### config.mk
export PLATFORM = sky130hd
export DESIGN_NAME = nfc_host
export DESIGN_NICKNAME = d
export VERILOG_FILES = /design/src/logic/nfc_pkg.sv /design/src/logic/nfc_host.sv
export SDC_FILE = /design/constraint.sdc
export NUM_CORES = 1
export LEC_CHECK = 0
export ABC_AREA = 1
export BUFFER_PORTS_ARGS = -buffer_cell sky130_fd_sc_hd__buf_2
export CAP_MARGIN = 10
export CORE_MARGIN = 4
export CORE_UTILIZATION = 25
export CTS_CLUSTER_DIAMETER = 50
export DETAILED_ROUTE_END_ITERATION = 8
export MAX_ROUTING_LAYER = met4
export REMOVE_ABC_BUFFERS = 1
export SYNTH_ARGS = -nofsm -noshare
export SYNTH_HDL_FRONTEND = slang
export SYNTH_SLANG_ARGS = --single-unit
### constraint.sdc
create_clock -name i_clk -period 3.9 [get_ports i_clk]
set_input_delay 0.78 -clock i_clk [delete_from_list [all_inputs] [get_ports i_clk]]
set_output_delay 0.78 -clock i_clk [all_outputs]
set_load 0.01 [all_outputs]
### src/logic/nfc_pkg.sv
/*
 * shared constants for the nand bus host controller: opcodes,
 * address field layout, timing counts and fifo shape.
 * assumes a 10 mhz system clock and a byte-wide flash device.
 */
package nfc_pkg;
    // ****************
    // timing
    // ****************
    localparam int CLK_NS = 100;
    localparam int POR_US = 5000;
    localparam int POR_CYC = POR_US * 1000 / CLK_NS;
    localparam int SETTLE_NS = 100;
    localparam int SETTLE_CYC = (SETTLE_NS + CLK_NS - 1) / CLK_NS;
    localparam int GUARD_CYC = 4;
    // ****************
    // opcodes
    // ****************
    localparam logic [7:0] OPC_READ1 = 8'h00;
    localparam logic [7:0] OPC_READ2 = 8'h30;
    localparam logic [7:0] OPC_PROG1 = 8'h80;
    localparam logic [7:0] OPC_PROG2 = 8'h10;
    localparam logic [7:0] OPC_ERASE1 = 8'h60;
    localparam logic [7:0] OPC_ERASE2 = 8'hd0;
    localparam logic [7:0] OPC_STATUS = 8'h70;
    localparam logic [7:0] OPC_RESET = 8'hff;
    // ****************
    // address layout, byte-wide part
    // ****************
    localparam int COL_W = 13;
    localparam int ROW_W = 18;
    localparam int PG_LSB = 0;
    localparam int PG_W = 6;
    localparam int BLK_LSB = 6;
    localparam int BLK_W = 12;
    localparam int LEN_W = 13;
    localparam logic [2:0] ADR_COL0 = 3'h0;
    localparam logic [2:0] ADR_ROW0 = 3'h2;
    localparam logic [2:0] ADR_LAST = 3'h4;
    // ****************
    // fifo shape and user operations
    // ****************
    localparam int FIFO_W = 8;
    localparam int FIFO_D = 32;
    typedef enum logic [2:0] {OP_READ, OP_PROG, OP_ERASE, OP_STATUS, OP_RESET} nfc_op_t;
endpackage

### src/logic/nfc_host.sv
/*
 * nand bus host controller with its write-data fifo.
 * assumes one 10 mhz clock, pins driven from flip-flops, and an
 * external wire resolver for the shared i/o lines.
 */
// Notes on behaviour
// - column cycles go out before row cycles.
// - erase sends row cycles only.
// - each address goes least significant byte first.
// - unused top address bits driven zero.
// - program pages ascending within a block; checked only against the last programmed block.
// - every cycle: select low, strobe pulsed.
// - command and address selects mark cycles.
// - protect changes only idle, then settle.
// - no commands during power-on busy.
// - protect held low through power-up.
`timescale 1ns/1ps
module nfc_fifo #(
    parameter int W = 8,
    parameter int D = 32
) (
    // clock and reset
    input wire logic i_clk,
    input wire logic i_rstn,
    // filling side
    input wire logic [W-1:0] i_in_data,
    input wire logic i_in_valid,
    output logic o_in_ready,
    // draining side
    output logic [W-1:0] o_out_data,
    output logic o_out_valid,
    input wire logic i_out_ready
);
    localparam int AW = $clog2(D);
    logic [W-1:0] mem_reg [D];
    logic [AW-1:0] wp_reg, wp_next, rp_reg, rp_next;
    logic [AW:0] cnt_reg, cnt_next;
    logic rdy_reg, rdy_next, push, pop;
    // pointer and fill level update
    always_comb
    begin
        push = i_in_valid && rdy_reg;
        pop = i_out_ready && (cnt_reg != '0);
        wp_next = push ? AW'(wp_reg + 1'b1) : wp_reg;
        rp_next = pop ? AW'(rp_reg + 1'b1) : rp_reg;
        cnt_next = cnt_reg + {{AW{1'b0}}, push} - {{AW{1'b0}}, pop};
        rdy_next = cnt_next != (AW+1)'(D);
    end
    always_ff @(posedge i_clk or negedge i_rstn)
    begin
        if (!i_rstn)
        begin
            wp_reg <= '0;
            rp_reg <= '0;
            cnt_reg <= '0;
            rdy_reg <= 1'b0;
        end
        else
        begin
            wp_reg <= wp_next;
            rp_reg <= rp_next;
            cnt_reg <= cnt_next;
            rdy_reg <= rdy_next;
        end
    end
    // storage, no reset needed
    always_ff @(posedge i_clk)
    begin
        if (push)
            mem_reg[wp_reg] <= i_in_data;
    end
    assign o_in_ready = rdy_reg;
    assign o_out_valid = cnt_reg != '0;
    assign o_out_data = mem_reg[rp_reg];
endmodule

module nfc_host #(
    parameter int POR_CYC = nfc_pkg::POR_CYC
) (
    // clock and reset
    input wire logic i_clk,
    input wire logic i_rstn,
    // user command port
    input wire logic i_cmd_valid,
    input wire nfc_pkg::nfc_op_t i_cmd_op,
    input wire logic [nfc_pkg::COL_W-1:0] i_col,
    input wire logic [nfc_pkg::ROW_W-1:0] i_row,
    input wire logic [nfc_pkg::LEN_W-1:0] i_len,
    input wire logic i_protect,
    output logic o_cmd_ready,
    output logic o_done,
    output logic o_err,
    // user data
    input wire logic [7:0] i_wr_data,
    input wire logic i_wr_valid,
    output logic o_wr_ready,
    output logic [7:0] o_rd_data,
    output logic o_rd_valid,
    // flash pins
    output logic o_ce_n,
    output logic o_cle,
    output logic o_ale,
    output logic o_we_n,
    output logic o_re_n,
    output logic o_wp_n,
    output logic [7:0] o_io,
    output logic o_io_oe,
    input wire logic [7:0] i_io,
    input wire logic i_rb_n
);
    typedef enum logic [3:0] {S_POR, S_IDLE, S_WP, S_CMD1, S_ADR, S_WDAT, S_CMD2, S_GUARD, S_BUSY, S_RDAT,
        S_END} nfc_st_t;
    nfc_st_t st_reg, st_next;
    nfc_pkg::nfc_op_t op_reg, op_next;
    logic [1:0] ph_reg, ph_next;
    logic [2:0] acnt_reg, acnt_next;
    logic [15:0] cnt_reg, cnt_next;
    logic [nfc_pkg::LEN_W-1:0] bcnt_reg, bcnt_next;
    logic [nfc_pkg::COL_W-1:0] col_reg, col_next;
    logic [nfc_pkg::ROW_W-1:0] row_reg, row_next;
    logic [nfc_pkg::BLK_W-1:0] lblk_reg, lblk_next;
    logic [nfc_pkg::PG_W-1:0] lpg_reg, lpg_next;
    logic lv_reg, lv_next;
    logic ce_n_next, cle_next, ale_next, we_n_next, re_n_next, wp_n_next, oe_next;
    logic rdy_next, done_next, err_next, rdv_next;
    logic [7:0] io_next, rdd_next, abyte, fifo_data;
    logic [7:0] io_s1, io_s2;
    logic rb_s1, rb_s2, fifo_valid, fifo_pop, order_bad;
    // ****************
    // pin input synchronisers
    // ****************
    always_ff @(posedge i_clk or negedge i_rstn)
    begin
        if (!i_rstn)
        begin
            io_s1 <= 8'h00;
            io_s2 <= 8'h00;
            rb_s1 <= 1'b0;
            rb_s2 <= 1'b0;
        end
        else
        begin
            io_s1 <= i_io;
            io_s2 <= io_s1;
            rb_s1 <= i_rb_n;
            rb_s2 <= rb_s1;
        end
    end
    // ****************
    // write data buffer
    // ****************
    assign fifo_pop = (st_reg == S_WDAT) && (ph_reg == 2'h0) && fifo_valid;
    nfc_fifo #(.W(nfc_pkg::FIFO_W), .D(nfc_pkg::FIFO_D)) u_fifo (
        .i_clk(i_clk), .i_rstn(i_rstn),
        .i_in_data(i_wr_data), .i_in_valid(i_wr_valid), .o_in_ready(o_wr_ready),
        .o_out_data(fifo_data), .o_out_valid(fifo_valid), .i_out_ready(fifo_pop));
    // ****************
    // address bytes and page order check
    // ****************
    always_comb
    begin
        case (acnt_reg)
            3'h0: abyte = col_reg[7:0];
            3'h1: abyte = {3'h0, col_reg[12:8]};
            3'h2: abyte = row_reg[7:0];
            3'h3: abyte = row_reg[15:8];
            default: abyte = {6'h00, row_reg[17:16]};
        endcase
        order_bad = (i_cmd_op == nfc_pkg::OP_PROG) && lv_reg
            && (i_row[nfc_pkg::BLK_LSB +: nfc_pkg::BLK_W] == lblk_reg)
            && (i_row[nfc_pkg::PG_LSB +: nfc_pkg::PG_W] <= lpg_reg);
    end
    // ****************
    // sequencer next state
    // ****************
    always_comb
    begin
        st_next = st_reg;
        op_next = op_reg;
        ph_next = ph_reg;
        acnt_next = acnt_reg;
        cnt_next = cnt_reg;
        bcnt_next = bcnt_reg;
        col_next = col_reg;
        row_next = row_reg;
        lblk_next = lblk_reg;
        lpg_next = lpg_reg;
        lv_next = lv_reg;
        ce_n_next = o_ce_n;
        cle_next = 1'b0;
        ale_next = 1'b0;
        we_n_next = 1'b1;
        re_n_next = 1'b1;
        wp_n_next = o_wp_n;
        oe_next = o_io_oe;
        io_next = o_io;
        rdd_next = o_rd_data;
        done_next = 1'b0;
        err_next = 1'b0;
        rdv_next = 1'b0;
        case (st_reg)
            S_POR:
            begin
                // no cycles and protect low until power-up busy ends
                wp_n_next = 1'b0;
                if (cnt_reg != 16'(POR_CYC - 1))
                    cnt_next = cnt_reg + 16'h1;
                else if (rb_s2)
                    st_next = S_IDLE;
            end
            S_IDLE:
            begin
                cnt_next = 16'h0;
                ph_next = 2'h0;
                if (i_protect == o_wp_n)
                begin
                    wp_n_next = !i_protect;
                    st_next = S_WP;
                end
                else if (i_cmd_valid && o_cmd_ready)
                begin
                    if (order_bad || (!o_wp_n && (i_cmd_op == nfc_pkg::OP_PROG
                        || i_cmd_op == nfc_pkg::OP_ERASE)))
                        err_next = 1'b1;
                    else
                    begin
                        op_next = i_cmd_op;
                        col_next = i_col;
                        row_next = i_row;
                        bcnt_next = (i_cmd_op == nfc_pkg::OP_STATUS) ? nfc_pkg::LEN_W'(1) : i_len;
                        ce_n_next = 1'b0;
                        st_next = S_CMD1;
                    end
                end
            end
            S_WP:
            begin
                cnt_next = cnt_reg + 16'h1;
                if (cnt_reg == 16'(nfc_pkg::SETTLE_CYC - 1))
                    st_next = S_IDLE;
            end
            S_CMD1, S_ADR, S_WDAT, S_CMD2:
            begin
                // strobe low one cycle, rise latches the byte
                oe_next = 1'b1;
                if (ph_reg == 2'h0 && (st_reg != S_WDAT || fifo_valid))
                begin
                    we_n_next = 1'b0;
                    ph_next = 2'h1;
                    cle_next = (st_reg == S_CMD1) || (st_reg == S_CMD2);
                    ale_next = st_reg == S_ADR;
                    if (st_reg == S_ADR)
                        io_next = abyte;
                    else if (st_reg == S_WDAT)
                        io_next = fifo_data;
                    else if (st_reg == S_CMD2)
                        io_next = (op_reg == nfc_pkg::OP_READ) ? nfc_pkg::OPC_READ2
                            : (op_reg == nfc_pkg::OP_PROG) ? nfc_pkg::OPC_PROG2 : nfc_pkg::OPC_ERASE2;
                    else
                        case (op_reg)
                            nfc_pkg::OP_READ: io_next = nfc_pkg::OPC_READ1;
                            nfc_pkg::OP_PROG: io_next = nfc_pkg::OPC_PROG1;
                            nfc_pkg::OP_ERASE: io_next = nfc_pkg::OPC_ERASE1;
                            nfc_pkg::OP_STATUS: io_next = nfc_pkg::OPC_STATUS;
                            default: io_next = nfc_pkg::OPC_RESET;
                        endcase
                end
                else if (ph_reg == 2'h1)
                begin
                    ph_next = 2'h0;
                    cle_next = o_cle;
                    ale_next = o_ale;
                    cnt_next = 16'h0;
                    case (st_reg)
                        S_CMD1:
                        begin
                            acnt_next = (op_reg == nfc_pkg::OP_ERASE) ? nfc_pkg::ADR_ROW0
                                : nfc_pkg::ADR_COL0;
                            if (op_reg == nfc_pkg::OP_STATUS)
                                st_next = S_RDAT;
                            else if (op_reg == nfc_pkg::OP_RESET)
                                st_next = S_GUARD;
                            else
                                st_next = S_ADR;
                        end
                        S_ADR:
                        begin
                            acnt_next = acnt_reg + 3'h1;
                            if (acnt_reg == nfc_pkg::ADR_LAST)
                                st_next = (op_reg == nfc_pkg::OP_PROG && bcnt_reg != '0) ? S_WDAT : S_CMD2;
                        end
                        S_WDAT:
                        begin
                            bcnt_next = bcnt_reg - nfc_pkg::LEN_W'(1);
                            if (bcnt_reg == nfc_pkg::LEN_W'(1))
                                st_next = S_CMD2;
                        end
                        default: st_next = S_GUARD;
                    endcase
                end
            end
            S_GUARD:
            begin
                // let ready/busy fall before it is watched
                oe_next = 1'b0;
                cnt_next = cnt_reg + 16'h1;
                if (cnt_reg == 16'(nfc_pkg::GUARD_CYC - 1))
                    st_next = S_BUSY;
            end
            S_BUSY:
            begin
                if (rb_s2)
                    st_next = (op_reg == nfc_pkg::OP_READ && bcnt_reg != '0) ? S_RDAT : S_END;
            end
            S_RDAT:
            begin
                // read beat: strobe low two cycles, sample after sync
                oe_next = 1'b0;
                ph_next = ph_reg + 2'h1;
                re_n_next = ph_reg[1];
                if (ph_reg == 2'h3)
                begin
                    rdd_next = io_s2;
                    rdv_next = 1'b1;
                    bcnt_next = bcnt_reg - nfc_pkg::LEN_W'(1);
                    if (bcnt_reg == nfc_pkg::LEN_W'(1))
                        st_next = S_END;
                end
            end
            S_END:
            begin
                ce_n_next = 1'b1;
                done_next = 1'b1;
                st_next = S_IDLE;
                if (op_reg == nfc_pkg::OP_PROG)
                begin
                    lv_next = 1'b1;
                    lblk_next = row_reg[nfc_pkg::BLK_LSB +: nfc_pkg::BLK_W];
                    lpg_next = row_reg[nfc_pkg::PG_LSB +: nfc_pkg::PG_W];
                end
                else if (op_reg == nfc_pkg::OP_ERASE && row_reg[nfc_pkg::BLK_LSB +: nfc_pkg::BLK_W] == lblk_reg)
                    lv_next = 1'b0;
            end
            default: st_next = S_IDLE;
        endcase
        rdy_next = (st_next == S_IDLE) && !(st_reg == S_IDLE && i_cmd_valid && o_cmd_ready);
    end
    // ****************
    // sequencer registers
    // ****************
    always_ff @(posedge i_clk or negedge i_rstn)
    begin
        if (!i_rstn)
        begin
            st_reg <= S_POR;
            op_reg <= nfc_pkg::OP_READ;
            ph_reg <= 2'h0;
            acnt_reg <= 3'h0;
            cnt_reg <= 16'h0;
            bcnt_reg <= '0;
            col_reg <= '0;
            row_reg <= '0;
            lblk_reg <= '0;
            lpg_reg <= '0;
            lv_reg <= 1'b0;
            {o_ce_n, o_cle, o_ale, o_we_n, o_re_n, o_wp_n, o_io_oe} <= 7'h78;
            o_io <= 8'h00;
            o_rd_data <= 8'h00;
            {o_cmd_ready, o_done, o_err, o_rd_valid} <= 4'h0;
        end
        else
        begin
            st_reg <= st_next;
            op_reg <= op_next;
            ph_reg <= ph_next;
            acnt_reg <= acnt_next;
            cnt_reg <= cnt_next;
            bcnt_reg <= bcnt_next;
            col_reg <= col_next;
            row_reg <= row_next;
            lblk_reg <= lblk_next;
            lpg_reg <= lpg_next;
            lv_reg <= lv_next;
            {o_ce_n, o_cle, o_ale, o_we_n, o_re_n, o_wp_n, o_io_oe} <=
                {ce_n_next, cle_next, ale_next, we_n_next, re_n_next, wp_n_next, oe_next};
            o_io <= io_next;
            o_rd_data <= rdd_next;
            {o_cmd_ready, o_done, o_err, o_rd_valid} <= {rdy_next, done_next, err_next, rdv_next};
        end
    end
endmodule

# Word-level counts from Yosys, hierarchy flattened
# Memories as Yosys holds them, arrays and structs flattened.
# Index checks and enable logic that the tools add are counted.
[classes]
n_reduce_logical = 51
mux = 71
bitwise = 3
eq_ne = 43
n_addsub = 8
n_lt_le_gt_ge = 1
[op_table]
columns = ["cell", "n"]
rows = [
  ["13-bit 2-to-1 mux", 8],
  ["16-bit case mux with 4 select lines", 1],
  ["8-bit case mux with 4 select lines", 2],
  ["4-bit 2-to-1 mux", 15],
  ["16-bit 2-to-1 mux", 3],
  ["8-bit 2-to-1 mux", 5],
  ["13-bit case mux with 3 select lines", 1],
  ["4-bit case mux with 7 select lines", 1],
  ["12-bit equality test", 2],
  ["1-bit 2-to-1 mux", 23],
  ["3-bit by 2-bit equality test with 1-bit output (second input constant)", 6],
  ["2-bit != test (second input constant)", 9],
  ["16-bit by 1-bit adder with 16-bit output (second input constant)", 1],
  ["16-bit by 2-bit equality test with 1-bit output (second input constant)", 1],
  ["4-bit by 3-bit equality test with 1-bit output (second input constant)", 4],
  ["1-bit logical AND", 16],
  ["16-bit logical NOT", 1],
  ["16-bit != test (second input constant)", 1],
  ["4-bit AND reduction", 4],
  ["13-bit by 1-bit equality test with 1-bit output (second input constant)", 1],
  ["13-bit nonzero test", 1],
  ["13-bit by 1-bit subtractor with 13-bit output (second input constant)", 1],
  ["4-bit equality test (second input constant)", 3],
  ["2-bit 2-to-1 mux", 6],
  ["34 further kinds", 61],
]
[totals]
ramBits = 256
mem_count = 1
regBits = 153
input_bits = 69
out_inout_bits = 28
wordCells = 210
[mem_list]
columns = ["memory", "words", "width", "read_ports", "rd_ports_with_merged_regs", "write_ports", "line_no", "source"]
rows = [
  ["u_fifo.mem_reg", 32, 8, 1, 0, 1, "nfc_host.sv:35", "logic [W-1:0] mem_reg [D];"],
]

# Logic depth before layout (Yosys ltp)
# Gate-level depths: netlist of run 1.
[depth]
ltp_word = 11
ltp_mapped = 16

# Modules after synthesis
# Synthesis of run 1 repeated with hierarchy kept, for this count alone.
[hier_totals]
cells_unflattened = 2071
area_unflattened_um2 = 19099.6
[modules_own_cells]
columns = ["mod", "area_each_um2", "seq_area_each_um2", "n_inst", "cells_per_inst"]
rows = [
  ["nfc_fifo", 11861.4, 8112.8, 1, 1134],
  ["nfc_host", 7238.2, 3408.3, 1, 937],
]

# Worst setup path before layout of run 1
# Ideal clock, no wire load.
[synth_path]
path_type = "reg2reg"
startpoint = "register st_reg[1]"
endpoint = "register u_fifo.rdy_reg (netlist: u_fifo.o_in_ready)"
period_less_slack_ns = 2.770
setup_time_ns = 0.133
path_stages_with_launch = 17
setup_slack_ns = 1.130
arrival_time_ns = 2.637
required_ns = 3.767
path_buffers = 1
path_cell_list = "dfrtp_1 -> buf_2 -> inv_2 -> nand2_2 -> inv_2 -> nand2_4 -> nor2_1 -> ha_1 -> inv_1 -> ha_1 -> inv_1 -> fa_1 -> o21ai_0 -> a21oi_1 -> xor2_1 -> nor4_1 -> nand3_1"
[synth_between]
elab_chain_cells = 6
[synth_rtl]
columns = ["item", "line_no", "source"]
rows = [
  ["start: declaration", "nfc_host.sv:113", "nfc_st_t st_reg, st_next;"],
  ["start signal: assignment", "nfc_host.sv:373", "st_reg <= st_next;"],
  ["4-bit by 3-bit equality test with 1-bit output", "nfc_host.sv:152", "assign fifo_pop = (st_reg == S_WDAT) && (ph_reg == 2'h0) && fifo_valid;"],
  ["1-bit logical AND (2 in series)", "nfc_host.sv:152", ""],
  ["1-bit logical AND", "nfc_host.sv:43", "pop = i_out_ready && (cnt_reg != '0);"],
  ["net u_fifo.pop", "nfc_host.sv:38", "logic rdy_reg, rdy_next, push, pop;"],
  ["6-bit by 1-bit subtractor with 6-bit output", "nfc_host.sv:46", "cnt_next = cnt_reg + {{AW{1'b0}}, push} - {{AW{1'b0}}, pop};"],
  ["net u_fifo.cnt_next[4]", "nfc_host.sv:37", "logic [AW:0] cnt_reg, cnt_next;"],
  ["6-bit != test", "nfc_host.sv:47", "rdy_next = cnt_next != (AW+1)'(D);"],
  ["net u_fifo.rdy_next", "nfc_host.sv:38", ""],
  ["end signal: assignment", "nfc_host.sv:63", "rdy_reg <= rdy_next;"],
  ["end: declaration", "nfc_host.sv:38", ""],
]
# The timed path passes the listed nets, and every way through them passes these cells.
# A chain may end at the register's enable or synchronous reset.

# Final worst setup path of run 1
# Same ends and word-level chain as after synthesis.

==> impl_metrics.ini, run 1 <==
[layout]
fin_nets = 2201
final_common_cell = nand2_1
drive_above_1_share_pct = 10.68
syn_to_final_growth_pct = 15.67
final_cell_mix = nand2_1 (567), edfxtp_1 (256), inv_1 (213)
largest_register_ffs = 256
fillers = 7674

[setup_path]
cp_data_arrival_time_ps = 3440
required_ps = 4360
worst-r2r-setup-slack_ps = 910
max_stage_delay_ps = 460
r2r_end = u_fifo.o_in_ready
crit_path_start_kind = flip-flop
endpoint_kind = flip-flop
crit_path_cell_trace = inv_2, nand2_2, inv_2, nand2_4, nor2_1, ha_1, inv_1, ha_1, inv_1, fa_1, o21ai_0, a21oi_1, xor2_1, nor4_1, nand3_1
critPathTopFamily = adder cells
worstPathBufferInverterCount = 4
reg2regPathDepth = 15
worstSetupPathType = reg -> reg
r2r_start = st_reg[1]
path_max_fanout = 8
crit_slowest_cell = dfrtp_1

[clock_network]
cts_hold_buffers = 0
cts_resized = 0
cts_tree = yes
clkTransAtPathRegs_ps = 60
h-tree-depth = 2
numCtsBuffers = 44
postCtsSetupBuffers = 0
cts-root-buf = clkbuf_16
cts_sinks = 409
clock_latency_ps = 580
cts_max_path_buffers = 3

[drt]
drtPass1Iterations = 5
route.detailed.drc = 0
vias = 13770
drt-total-wl_mm = 49.04
routed_via_density = 4.436
drt_iter0_markers = 1097
ant_nets = 0
wire_per_inst_um = 15.80

[global_route]
grt_pass1_vias = 13320
track_usage_pct = 12.28
grt_antenna_before_repair = 1
grt_pass1_wl_mm = 76.47
grt_overflow = 0
grt_max_degree = 140

[yosys]
synth.distinct_cells = 47
postSynthRegisterBits = 409
synthCells = 2012
yosys.area_share.simple_pct = 22.89
yosysWarnings = 0
synth_compound_area_share_pct = 5.868
syn_avg_cell_area_um2 = 9.411
ys_seq_area_share_pct = 60.85
synthFlopType = edfxtp_1
synth_top_area_share_pct = 40.60
synth-xor-area-share_pct = 1.665
synth.area.mux_share_pct = 0.1189
synth_edf_count = 256
synth_area_mm2 = 0.01893
synth.area.top_cells = edfxtp_1 (41%), dfrtp_1 (20%), nand2_1 (11%), nand3_1 (5.0%), inv_1 (4.2%)
synth_async_sr_flop_share_pct = 37.41
yosysTopAreaCell = edfxtp_1
synth_fa_ha_area_share_pct = 2.286
synth_top_family_by_area = simple AND/OR/NAND/NOR gates

[power]
ir_drop_uv = 315.1
p_int_mw = 8.597
power.switching_mw = 4.221
pwr-share-clk_pct = 32.7
p_leak_nw = 9.328
switching_share_pct = 32.93
p_per_area_mw_per_mm2 = 585.2
power_frac_seq_pct = 43.8
combPwrFrac_pct = 23.5

[flow_run]
maxCapViolCount = 0

[timing]
finalCriticalPeriod_ps = 2988
tns_ps = 0
finClkSkew_ps = 18.72
setup_ws_ps = 912.1
finalCritPeriodShare_pct = 76.61
finalMaxSlewViolations = 0
fmax_ghz = 0.3347
slew_headroom_pct = 41.88
rsz0062_at_grt = no
final_hold_viol_count = 0
final-setup-viol-count = 0
tightestPinTransition_ps = 871.8

[floorplanning]
start_util_pct = 25.35
fp-row-count = 100
ioPinCount = 97
dieArea_mm2 = 0.08021
core_area_mm2 = 0.07470
die_x_um = 283.2
die_y_um = 283.2

[status]
status = finished, final reports clean

[min_path]
holdCritPathClass = in -> async

[place]
pre_cts_slack_ps = 865.3
hpwlAfterDp_mm = 32.67
numPortBuffers = 96
place.gp.congestion = 0.8593
==> cell families (layout without fill, tap and decap cells) <==
kind of cell / after synthesis / after routing
AOI/OAI and AO/OA: 203 / 203
xor gates and xnor gates: 36 / 36
adders and majority gates: 34 / 34
buffers and inverters: 302 / 424
DFF: 409 / 409
muxes: 2 / 2
other: 0 / 1
and+or+nand+nor: 1026 / 1026
==> worst reg2reg max path, stage by stage, from the launching register on <==
cell and delay (ps):
dfrtp_1 460, inv_2 120, nand2_2 100, inv_2 110
nand2_4 80, nor2_1 320, ha_1 290, inv_1 60
ha_1 160, inv_1 60, fa_1 430, o21ai_0 180
a21oi_1 90, xor2_1 160, nor4_1 170, nand3_1 100
==> cell type report <==
| cell class | count | area, µm² | area share [%] |
|---|---|---|---|
| clock buffer | 56 | 1166 | 5.324 |
| tap | 969 | 1212 | 5.536 |
| inverter | 229 | 865.8 | 3.953 |
| timing repair buffer | 113 | 626.9 | 2.862 |
| clock inverter | 26 | 286.5 | 1.308 |
| multi-input combinational | 1301 | 6216 | 28.38 |
| sequential | 409 | 11530 | 52.63 |
| antenna | 1 | 2.502 | 0.01143 |
==> per-stage QoR <==
stage	power [mW]	utilization, %	instances	hold slack [ps]	cell area, µm²
2_1_floorplan	7.696	-	1939	331.2	18600
3_3_place_gp	8.681	27.37	3021	331.5	20450
3_5_place_dp	8.725	27.37	3021	334.7	20450
4_1_cts	12.96	29.32	3103	273.1	21900
5_1_grt	13.61	29.32	3104	269.4	21900
6_report	12.82	29.32	3104	254.5	21900
==> cells in the mapped netlist (13+ instances only) <==
master / number
nand2_1: 567
edfxtp_1: 256
inv_1: 214
nor2_1: 205
nand3_1: 190
dfrtp_1: 149
o21ai_0: 107
a21oi_1: 57
clkbuf_1: 42
ha_1: 33
xor2_1: 29
buf_2: 20
nor3_1: 16
nand4_1: 13
o22ai_1: 13
==> worst max path at each step <==
stage / start / to / cells past startpoint
5_1_grt: ph_reg[1] / u_fifo.o_in_ready / 14
4_1_cts: st_reg[3] / u_fifo.o_in_ready / 15
2_1_floorplan: u_fifo.rp_reg[0] / o_io[7] / 9
3_3_place_gp: st_reg[3] / u_fifo.o_in_ready / 15
6_report: st_reg[1] / u_fifo.o_in_ready / 15
3_5_place_dp: st_reg[3] / u_fifo.o_in_ready / 15
==> routing by layer <==
layer	up-vias	track usage [%]	share of wire, %
met5	-	-	0
met4	0	4.084	3.3
met3	95	1.905	4.9
met2	327	19.72	47
met1	6596	15.94	44
li1	6752	-	-
==> power groups by stage <==
stage | Sequential (mW) | Clock (mW) | Combinational (mW)
final | 5.61 | 4.19 | 3.01
after global routing | 5.69 | 4.49 | 3.43
after floorplan | 5.66 | 0 | 2.03
after CTS | 5.61 | 4.30 | 3.04
after global placement | 5.68 | 0 | 3.00
after detailed placement | 5.69 | 0 | 3.03
Note: power is estimated with default switching activity, not from simulation.
==> run 2, diff against run 1 <==
==> constraint.sdc (replaced) <==
create_clock -name i_clk -period 3 [get_ports i_clk]
set_input_delay 0.6 -clock i_clk [delete_from_list [all_inputs] [get_ports i_clk]]
set_output_delay 0.6 -clock i_clk [all_outputs]
set_load 0.01 [all_outputs]
==> impl_metrics.ini, run 2 (synthesized netlist as in run 1, its figures left out) <==
[clock_network]
numCtsBuffers = 45
cts_sinks = 409
postCtsSetupBuffers = 0
cts_max_path_buffers = 3
clock_latency_ps = 590
h-tree-depth = 2
cts_tree = yes
clkTransAtPathRegs_ps = 60
cts-root-buf = clkbuf_16

[drt]
route.detailed.drc = 0
vias = 13800
wire_per_inst_um = 15.82
drt_iter0_markers = 1167
drtPass1Iterations = 8
ant_nets = 0
drt-total-wl_mm = 49.71
routed_via_density = 4.393

[setup_path]
critPathTopFamily = adder cells
r2r_start = st_reg[3]
reg2regPathDepth = 15
r2r_end = u_fifo.o_in_ready
crit_path_cell_trace = inv_4, nand2_2, inv_2, nand2_4, nor2_1, ha_1, inv_1, ha_1, inv_1, fa_1, o21ai_0, a21oi_1, xor2_1, nor4_1, nand3_1
worstPathBufferInverterCount = 4
worstSetupPathType = reg -> reg
cp-startpoint = st_reg[3]
crit_slowest_cell = dfrtp_1
required_ps = 3460
worst-r2r-setup-slack_ps = 170
critPathCapture = u_fifo.o_in_ready
cp_data_arrival_time_ps = 3290
cp_num_cells = 15
crit_path_start_kind = flip-flop
max_stage_delay_ps = 430
endpoint_kind = flip-flop
path_max_fanout = 7

[timing]
finalCritPeriodShare_pct = 94.30
finClkSkew_ps = 35.68
final-setup-viol-count = 0
finalMaxSlewViolations = 0
final_hold_viol_count = 0
fmax_ghz = 0.3535
slew_headroom_pct = 48.88
tightestPinTransition_ps = 766.8
finalCriticalPeriod_ps = 2829
fin_hold_ws_ps = 19.09
tns_ps = 0

[floorplanning]
dieArea_mm2 = 0.08021
die_x_um = 283.2
core_area_mm2 = 0.07470
die_y_um = 283.2
start_util_pct = 25.35
ioPinCount = 97
fp-row-count = 100

[layout]
final_cell_mix = nand2_1 (567), edfxtp_1 (256), inv_1 (213)
largest_register_ffs = 256
fin_nets = 2241
num_antenna_cells = 0
fin_area_mm2 = 0.02244
drive_above_1_share_pct = 12.61
final_common_cell = nand2_1
post-route-util_pct = 30.04
syn_to_final_growth_pct = 18.51

[place]
place_area_mm2 = 0.02083
hpwlAfterDp_mm = 33.19
numPortBuffers = 96
place.gp.congestion = 0.8657

[global_route]
grt_max_degree = 72
grt_overflow = 0
grt_antenna_before_repair = 0
grt_pass1_wl_mm = 77.36
grt_pass1_vias = 13380
track_usage_pct = 12.45

[status]
status = finished, final reports clean

[flow_run]
maxCapViolCount = 0

[min_path]
holdCritPathClass = in -> async

[power]
p_leak_nw = 9.662
ir_drop_uv = 436.8
power.total_mw = 17.26
p_per_area_mw_per_mm2 = 769.1
run 2: cell count changes in the layout (fill, tap and decap cells not counted), sizes merged:
cell and change:
clkinvlp -3, bufinv +2, buf +39, inv +3
clkbuf +3, clkinv -5, diode -1
run 2: worst register-to-register path, cell delays in order, from the launching register on:
cell and delay, ps:
dfrtp_1 430, inv_4 120, nand2_2 120, inv_2 100
nand2_4 90, nor2_1 170, ha_1 250, inv_1 60
ha_1 160, inv_1 60, fa_1 420, o21ai_0 180
a21oi_1 100, xor2_1 160, nor4_1 190, nand3_1 120
run 2: layout make-up:
type	instances	area, µm²
fillers	7659	52260
flip-flops and latches	409	11530
multi-input cells	1301	6216
clock buffers	59	1259
well taps	969	1212
repair buffers	152	1007
inverters	229	868.3
clock inverters	23	350.3
run 2: routing by layer:
| metal | global-route usage (%) | wire, µm |
|---|---|---|
| met1 | 16.45 | 22420 |
| met2 | 19.88 | 23560 |
| met3 | 1.953 | 2408 |
| met4 | 3.617 | 1329 |
| met5 | - | 0 |
run 2: worst min-delay path by stage:
stage                   from           end  slack (ps)  depth (start not counted)
global placement    io_s1[5]      io_s2[5]         330                          0
detailed placement  io_s1[2]      io_s2[2]         340                          0
global route          i_rstn   row_reg[17]          50                          1
CTS                   i_rstn  lblk_reg[11]          20                          1
floorplan             i_rstn   acnt_reg[0]         300                          0
finish                i_rstn   row_reg[17]          20                          1
run 2: repair_timing:
action | 4_1_cts | 5_1_grt
endpoints found under the setup margin | 0 | 1
resized for setup | 0 | 2
hold buffers | 0 | 0
run 2: per-stage QoR:
stage                     cells  setup slack (ps)
after floorplan            1939             -2478
after global placement     3060             205.2
after detailed placement   3060             176.5
after CTS                  3142             154.1
after global routing       3142            -16.76
final                      3142             170.9
run 2: power by group:
group	leakage, nW	internal (mW)	total (mW)	switching, mW
sequential	4.23	6.81	7.28	0.472
combinational	4.65	1.33	4.08	2.75
clock	0.784	3.53	5.90	2.38
total	9.66	11.7	17.3	5.59
